<file path="config.mk">
export PLATFORM = sky130hd
export DESIGN_NAME = slrg_top
export DESIGN_NICKNAME = d
export VERILOG_FILES = /design/src/verilog/slrg_pkg.sv /design/src/verilog/slrg_strap_cell.sv /design/src/verilog/slrg_top.sv
export SDC_FILE = /design/constraint.sdc
export NUM_CORES = 1
export LEC_CHECK = 0
export BUFFER_PORTS_ARGS = -buffer_cell sky130_fd_sc_hd__buf_4
export CAP_MARGIN = 5
export CORE_AREA = 4 4 82 84
export DETAILED_ROUTE_END_ITERATION = 12
export DIE_AREA = 0 0 86 88
export GPL_TIMING_DRIVEN = 0
export PLACE_DENSITY = 0.89
export SYNTH_ARGS = -nofsm -noshare
export SYNTH_HDL_FRONTEND = slang
export SYNTH_SLANG_ARGS = --single-unit
</file>
<file path="constraint.sdc">
create_clock -name sys_clk -period 6.65 [get_ports sys_clk]
set_input_delay 0.665 -clock sys_clk [delete_from_list [all_inputs] [get_ports sys_clk]]
set_output_delay 0.665 -clock sys_clk [all_outputs]
set_load 0.03 [all_outputs]
</file>
<file path="src/verilog/slrg_pkg.sv">
// Package for the strap latch and reset glue block
`default_nettype none
package slrg_pkg;
  localparam int          CLK_MHZ           = 250;
  // Delay windows in milliseconds
  localparam int          RSM_MIN_MS        = 200;
  localparam int          RSM_MAX_MS        = 300;
  localparam int          PWR_MIN_MS        = 300;
  localparam int          PWR_MAX_MS        = 500;
  // Aim midway in each window
  localparam int          RSM_DLY_MS        = (RSM_MIN_MS + RSM_MAX_MS) / 2;
  localparam int          PWR_DLY_MS        = (PWR_MIN_MS + PWR_MAX_MS) / 2;
  localparam int          RSM_DLY_CYC       = RSM_DLY_MS * 1000 * CLK_MHZ;
  localparam int          PWR_DLY_CYC       = PWR_DLY_MS * 1000 * CLK_MHZ;
  localparam int          CNT_W             = 27;
  // Configuration port pairs
  localparam logic [7:0]  CFG_INDEX_HI      = 8'h4E;
  localparam logic [7:0]  CFG_DATA_HI       = 8'h4F;
  localparam logic [7:0]  CFG_INDEX_LO      = 8'h2E;
  localparam logic [7:0]  CFG_DATA_LO       = 8'h2F;
  localparam int          CLK_RATE_HI_MHZ   = 48;
  localparam int          CLK_RATE_LO_MHZ   = 24;
  localparam int          NSTRAP            = 3;
  localparam int          STRAP_PORT        = 0;
  localparam int          STRAP_CLK         = 1;
  localparam int          STRAP_SEQ         = 2;
  localparam logic [NSTRAP-1:0] STRAP_RST   = 3'h0;
endpackage : slrg_pkg
`default_nettype wire

</file>
<file path="src/verilog/slrg_strap_cell.sv">
// One strap latch: captures on reset release, host override afterwards
`timescale 1ns/100ps
`default_nettype none
module slrg_strap_cell (
  input  wire logic sys_clk,
  input  wire logic rst_n,
  input  wire logic cap_rst_n,
  input  wire logic strap_pin,
  input  wire logic wr_en,
  input  wire logic wr_val,
  output logic      value
);
  typedef struct packed {
    logic val;
    logic prev_rst_n;
  } slrg_cell_t;
  slrg_cell_t st_reg, st_next;

  always_comb begin
    st_next            = st_reg;
    st_next.prev_rst_n = cap_rst_n;
    if (!cap_rst_n) begin
      // Follow the pin while held so the release edge keeps the pin level
      st_next.val = strap_pin;
    end else if (wr_en) begin
      st_next.val = wr_val;
    end
  end

  always_ff @(posedge sys_clk) begin
    if (!rst_n) begin
      st_reg <= '0;
    end else begin
      st_reg <= st_next;
    end
  end

  assign value = st_reg.val;
endmodule : slrg_strap_cell
`default_nettype wire

</file>
<file path="src/verilog/slrg_top.sv">
// Strap capture and power reset glue top
// Contract
// - Port select high 4E/4F, low 2E/2F
// - Clock strap high 48MHz, low 24MHz
// - Sequence strap enables function, standby reset
// - Standby straps writable, restored on standby reset
// - Main straps writable, restored by power good; the factory test strap is only latched, with no host write
// - Port strap on bus reset, writable, restored
// - Main pull-downs only during main power-up reset
// - Sequence pull-down only during standby power-up
// - Standby valid, wait t1, raise resume reset
// - Standby invalid drops resume reset immediately
// - Main power good only with main rail
// - Supply power good gates main power good
// - Resume reset delay 200 to 300 ms
// - Power good delay 300 to 500 ms
`timescale 1ns/100ps
`default_nettype none
module slrg_top
  import slrg_pkg::*;
#(
  parameter int RSM_CYC = slrg_pkg::RSM_DLY_CYC,
  parameter int PWR_CYC = slrg_pkg::PWR_DLY_CYC
) (
  input  wire logic       sys_clk,
  input  wire logic       rst_n,
  input  wire logic       standby_rail_valid,
  input  wire logic       main_rail_valid,
  input  wire logic       supply_power_good_in,
  input  wire logic       supply_pg_disable,
  input  wire logic       bus_reset_n,
  input  wire logic       cfg_port_select_strap,
  input  wire logic       input_clock_rate_strap,
  input  wire logic       power_sequence_enable_strap,
  input  wire logic       factory_test_strap,
  input  wire logic [2:0] host_wr_en,
  input  wire logic [2:0] host_wr_val,
  output logic            standby_resume_reset_n,
  output logic            main_power_good,
  output logic            main_pulldown_en,
  output logic            seq_pulldown_en,
  output logic [7:0]      cfg_index_port,
  output logic [7:0]      cfg_data_port,
  output logic            clock_is_48mhz,
  output logic [5:0]      input_clock_mhz,
  output logic            power_sequence_en,
  output logic            test_mode
);
  import slrg_pkg::*;

  typedef struct packed {
    logic [CNT_W-1:0] rsm_cnt;
    logic [CNT_W-1:0] pwr_cnt;
    logic             rsm_n;
    logic             pwr_ok;
    logic             pd_main;
    logic             pd_seq;
    logic [7:0]       idx;
    logic [7:0]       dat;
    logic             clk48;
    logic [5:0]       clk_mhz;
    logic             seq_en;
    logic             test;
  } slrg_state_t;
  slrg_state_t st_reg, st_next;

  logic [NSTRAP-1:0] cap_rst_n;
  logic [NSTRAP-1:0] pins;
  logic [NSTRAP-1:0] strap_val;
  logic              main_ok;

  // Supply power good path is on unless disabled; default enabled
  // power good term
  assign main_ok = main_rail_valid && (supply_power_good_in || supply_pg_disable);

  assign cap_rst_n[STRAP_PORT] = bus_reset_n;
  assign cap_rst_n[STRAP_CLK]  = st_reg.pwr_ok;
  assign cap_rst_n[STRAP_SEQ]  = st_reg.rsm_n;
  assign pins[STRAP_PORT]      = cfg_port_select_strap;
  assign pins[STRAP_CLK]       = input_clock_rate_strap;
  assign pins[STRAP_SEQ]       = power_sequence_enable_strap;

  for (genvar i = 0; i < NSTRAP; i++) begin : g_strap
    slrg_strap_cell u_cell (
      .sys_clk   (sys_clk),
      .rst_n     (rst_n),
      .cap_rst_n (cap_rst_n[i]),
      .strap_pin (pins[i]),
      .wr_en     (host_wr_en[i]),
      .wr_val    (host_wr_val[i]),
      .value     (strap_val[i])
    );
  end

  always_comb begin
    st_next = st_reg;
    if (!standby_rail_valid) begin
      st_next.rsm_cnt = '0;
      st_next.rsm_n   = 1'b0;
    end else if (!st_reg.rsm_n) begin
      if (st_reg.rsm_cnt >= CNT_W'(RSM_CYC - 1)) begin
        st_next.rsm_n = 1'b1;
      end else begin
        st_next.rsm_cnt = st_reg.rsm_cnt + 1'b1;
      end
    end
    if (!main_ok) begin
      st_next.pwr_cnt = '0;
      st_next.pwr_ok  = 1'b0;
    end else if (!st_reg.pwr_ok) begin
      if (st_reg.pwr_cnt >= CNT_W'(PWR_CYC - 1)) begin
        st_next.pwr_ok = 1'b1;
      end else begin
        st_next.pwr_cnt = st_reg.pwr_cnt + 1'b1;
      end
    end
    st_next.pd_main = !st_next.pwr_ok;
    st_next.pd_seq  = !st_next.rsm_n;
    st_next.idx = strap_val[STRAP_PORT] ? CFG_INDEX_HI : CFG_INDEX_LO;
    st_next.dat = strap_val[STRAP_PORT] ? CFG_DATA_HI : CFG_DATA_LO;
    st_next.clk48   = strap_val[STRAP_CLK];
    st_next.clk_mhz = strap_val[STRAP_CLK] ? 6'(CLK_RATE_HI_MHZ) : 6'(CLK_RATE_LO_MHZ);
    st_next.seq_en = strap_val[STRAP_SEQ];
    st_next.test = st_reg.pwr_ok ? st_reg.test : factory_test_strap;
  end

  always_ff @(posedge sys_clk) begin
    if (!rst_n) begin
      st_reg         <= '0;
      st_reg.pd_main <= 1'b1;
      st_reg.pd_seq  <= 1'b1;
      st_reg.idx     <= CFG_INDEX_LO;
      st_reg.dat     <= CFG_DATA_LO;
      st_reg.clk_mhz <= 6'(CLK_RATE_LO_MHZ);
    end else begin
      st_reg <= st_next;
    end
  end

  assign standby_resume_reset_n = st_reg.rsm_n;
  assign main_power_good        = st_reg.pwr_ok;
  assign main_pulldown_en       = st_reg.pd_main;
  assign seq_pulldown_en        = st_reg.pd_seq;
  assign cfg_index_port         = st_reg.idx;
  assign cfg_data_port          = st_reg.dat;
  assign clock_is_48mhz         = st_reg.clk48;
  assign input_clock_mhz        = st_reg.clk_mhz;
  assign power_sequence_en      = st_reg.seq_en;
  assign test_mode              = st_reg.test;
endmodule : slrg_top
`default_nettype wire

</file>
* After elaboration in Yosys (flattened, before gate mapping)
Cells that the tools add are included.
Widths: inputs -> output; s select.
** Cells by class
- $add $sub $neg :: 2
- Muxes and demuxes :: 15
- Reduce and logical (&&, ||, !) cells :: 8
- Bitwise operators :: 4
- Equality and inequality tests :: 3
- $lt $le $gt $ge :: 2
** Operators with widths (count)
- $add 27x1->27 const B :: 2
- $ge 27x26->1 const B :: 1
- $ge 27x27->1 const B :: 1
- $mux 7 :: 2
- $mux 1 :: 12
- $reduce_and 2->1 :: 4
- $mux 6 :: 1
- $ne 2x2->1 const B :: 2
- $not 1->1 :: 4
- $logic_not 1->1 :: 2
- $ne 2x1->1 const B :: 1
- $logic_and 1x1->1 :: 1
- $logic_or 1x1->1 :: 1
** Word-level totals
- Bits in registers :: 86
- Output and inout bits :: 29
- Word-level logic and storage cells :: 49

* Depth between registers and ports, before layout
- Depth in word-level cells :: 5
- Gate-level depth with buffers :: 9
- Gate-level depth less buffers :: 7

* Modules after synthesis
Synthesis repeated with hierarchy kept, for this count alone.
** Second synthesis, totals
- Cell total of the unflattened synthesis :: 386
- Area total of the unflattened synthesis :: 3384.5 µm²
** By module, submodules not included
- slrg_top :: seq. area each 1281.2 µm², area an instance 3264.4 µm², times used 1, cells each 374
- slrg_strap_cell :: seq. area each 20.0 µm², area an instance 40.0 µm², times used 3, cells each 4

* Least setup slack after synthesis
Ideal clock, no wire load.
- Kind :: reg2reg
- From :: register st_reg[29] (netlist bit)
- To :: register st_reg[44] (netlist bit)
- Slack :: 4.559 ns
- Stages on the path, launching flop included :: 9
- Data required time :: 6.580 ns
- Library setup time :: 0.070 ns
- Path buffers :: 1
- Arrival :: 2.020 ns
- Cell sequence :: dfxtp_1 ha_1 and2_1 o211ai_2 a211oi_2 or3_4 buf_6 or4_1 a21oi_1
** Between the ends
- Longest elaborated chain between the ends :: 3
** RTL lines
- from (decl) :: RTL line slrg_top.sv:65 : slrg_state_t st_reg, st_next;
- from (signal assigned) :: RTL line slrg_top.sv:136 : st_reg <= st_next;
- $ge 27x27->1 :: RTL line slrg_top.sv:111 : if (st_reg.pwr_cnt >= CNT_W'(PWR_CYC - 1)) begin
- $not 1->1 (no line)
- $reduce_and 2->1 (no line)
Several ways; a longest one is shown, not always the timed one.
A chain may end at the register's enable or synchronous reset.

* Final worst setup path
- From :: register st_reg[66] (netlist bit)
- To :: register st_reg[57] (netlist bit)
** Between the ends
- Longest elaborated chain between the ends :: 3
** RTL lines
- $ge 27x26->1 :: RTL line slrg_top.sv:101 : if (st_reg.rsm_cnt >= CNT_W'(RSM_CYC - 1)) begin
- $not 1->1 (no line)
- $reduce_and 2->1 (no line)
Every way passes these cells.

==> reports/qor.yml <==
critical_path:
  crit_slowest_cell: "nor4b_1"
  crit_family: "simple AND/OR/NAND/NOR gates"
  path_max_fanout: 10
  path_depth: 8
  cp-start-kind: "flop"
  crit_arrival_ns: 2.67
  worst_path_largest_cell_delay_ns: 0.54
  path_cells: "and2_2 > nor4b_1 > a2111oi_4 > o21ai_2 > buf_6 > buf_2 > mux2i_1 > nor2_1"
  endpoint_kind: "flop"
  cp_num_buf_inv: 2
  reg2reg_depth: 8
  crit_required_ns: 6.87
  criticalPathCategory: "flop to flop"
die:
  die_h_um: 88
  die_area_um2: 7570
  io_pins: 46
  die_w_um: 86
  initial_core_util_pct: 58.1
  core.rowCount: 28
  core_area_um2: 5920
route:
  final_antenna_net_count: 0
  wl_per_cell_um: 15.2
  drt-pass1-iter-count: 5
  vias: 3186
  wl_um: 8080
  avgViaCountPerCell: 5.99
  route.detailed.drc: 0
  drt_iter0_drc: 296
layout:
  area_growth_pct: 15.8
  drive_gt1_share_pct: 18.8
  fin_area_um2: 3990
  fin_util_pct: 67.3
  diodes: 0
  fin_cells: 532
  largest_reg_flops: 54
  nNetsFinal: 471
synth:
  synth-xor-area-share_pct: 4.33
  synthMuxAreaShare_pct: 1.45
  synth_simple_gate_area_share_pct: 27.3
  yosysMostFrequentCell: "dfxtp_1"
  synth_area_leaders: "dfxtp_1 (39%), buf_4 (4.8%), a21oi_1 (4.2%)"
  yosysTopAreaCell: "dfxtp_1"
  seq_area_frac_synth_pct: 39.0
  synth_area_um2: 3440
  synth-edff-count: 0
  async_reset_ff_share_pct: 0
  synthCells: 400
  ys_ff_latch: 67
  ys_types: 53
  synthAdderAreaFrac_pct: 0.727
  synth_compound_area_share_pct: 17.5
  yosysWarnings: 0
  avgSynthCellArea_um2: 8.60
  synth_top_cell_area_share_pct: 39.0
  synth_top_family_by_area: "simple AND/OR/NAND/NOR gates"
  synth_ff_type: "dfxtp_1"
  synthTopCellsByCount: "dfxtp_1 (67), nand2_1 (35), a21oi_1 (29)"
placed_design:
  dp.final_hpwl_um: 5710
  place_area_um2: 3790
  dpl.cell_count: 516
  place.gp.congestion: 0.925
  io_buffers: 27
clocking:
  path_clk_slew_ns: 0.07
  clockBufferDepth: 2
  worstSkewPairLatency_ns: 0.35
  htreeDepth: 3
  tritoncts: "yes"
  numCtsBuffers: 9
  cts_setup_buffers: 0
  ctsResizeCount: 0
  cts_sinks: 67
  cts.hold.buffers_added: 0
  clockRootBuffer: "clkbuf_8"
sta:
  setup-violations-final: 0
  layout_min_cycle_time_ns: 2.45
  period_share_pct: 36.8
  setup_tns_ns: 0
  slew_headroom_pct: 52.2
  rsz0062_at_grt: "no"
  fin_skew_ns: 0.0101
  tightest_slew_ns: 0.711
  max_freq_ghz: 0.409
  hold_violations: 0
  finalMaxSlewViolations: 0
power_and_ir_drop:
  p_per_area_nw_per_um2: 200
  ir_drop_v: 0.000159
  leakagePower_nw: 1.50
  p_total_uw: 797
outcome:
  status: "complete, no violations"
global_routing:
  grtUsageTotal_pct: 22.2
  antenna_found_initial: 0
  grt_max_degree: 12
  grt_overflow: 0
  grt_first_pass_wirelength_um: 13400
  grt_pass1_vias: 2998
job:
  drv_cap: 0
min_path:
  min_path_cells: 2
  hp-class: "flop to flop"
## cells by family after synthesis
| logic type | Yosys count |
|---|---|
| DFF | 67 |
| buffers and inverters | 51 |
| xor gates and xnor gates | 17 |
| and+or+nand+nor | 170 |
| adders and majority gates | 2 |
| AOI/OAI and AO/OA | 86 |
| other | 2 |
| muxes | 5 |
## power breakdown
part           total [mW]  internal (mW)  switching (mW)
Clock               0.335          0.183           0.152
Sequential          0.407          0.405         0.00234
Combinational      0.0550         0.0219          0.0331
## final timing paths
check | from | end | slack (ns)
max | st_reg[66]$_SDFFE_PN0P_ | st_reg[57]$_SDFFE_PN0P_ | 4.20
min | st_reg[81]$_SDFFE_PN0P_ | st_reg[81]$_SDFFE_PN0P_ | 0.46
max reg2reg | st_reg[66]$_SDFFE_PN0P_ | st_reg[57]$_SDFFE_PN0P_ | 4.20
min reg2reg | st_reg[81]$_SDFFE_PN0P_ | st_reg[81]$_SDFFE_PN0P_ | 0.46
## tightest hold or removal path, stage by stage, from the launching register on
cell and delay [ns]:
dfxtp_1 0.30, inv_1 0.06, a21oi_1 0.05
## layer usage
layer	vias up	wire length, um	track usage (%)
met4	0	163	11.2
met3	15	600	4.52
met1	1496	3450	26.7
met2	136	3860	37.6
li1	1539	-	-
met5	-	0	0
## cell type report
class                   instances  area, um2
flip-flops and latches         67       1340
inverters                      10       37.5
multi-input cells             296       1830
well taps                      75       93.8
plain buffers                  41        287
fillers                       473       1940
clock inverters                 4       50.0
clock buffers                  12        145
repair buffers                 27        203
## layout by cell type (no fill, tap or decap), types with 4 or more instances in the layout
| cell | Yosys | routed |
|---|---|---|
| inv_1 | 10 | 10 |
| or4_1 | 12 | 12 |
| o211a_1 | 4 | 4 |
| nor4_1 | 5 | 5 |
| conb_1 | 2 | 16 |
| a21oi_1 | 29 | 29 |
| buf_6 | 5 | 5 |
| o31ai_1 | 6 | 6 |
| nand4_1 | 9 | 9 |
| and4_1 | 5 | 5 |
| o211ai_1 | 8 | 8 |
| clkbuf_1 | 8 | 10 |
| nor3_1 | 5 | 5 |
| mux2i_1 | 5 | 5 |
| and2_1 | 8 | 8 |
| dfxtp_1 | 67 | 67 |
| xnor2_1 | 7 | 7 |
| nand3_1 | 22 | 22 |
| and3_1 | 10 | 10 |
| buf_2 | 5 | 5 |
| or3_1 | 15 | 15 |
| nor2_1 | 28 | 28 |
| o2111ai_1 | 10 | 10 |
| xor2_1 | 10 | 10 |
| or4b_1 | 4 | 4 |
| buf_4 | 22 | 49 |
| nand2_1 | 35 | 35 |
| clkbuf_8 | 0 | 10 |
| o21ai_0 | 15 | 15 |
## per-stage QoR
stage                     worst slack [ns]  hold slack [ns]
final                                 4.20            0.457
after global routing                  4.05            0.498
after CTS                             4.25            0.462
after detailed placement              4.29            0.450
after global placement                4.28            0.441
after floorplan                       4.56            0.429
Power figures use the tool's default switching activity.
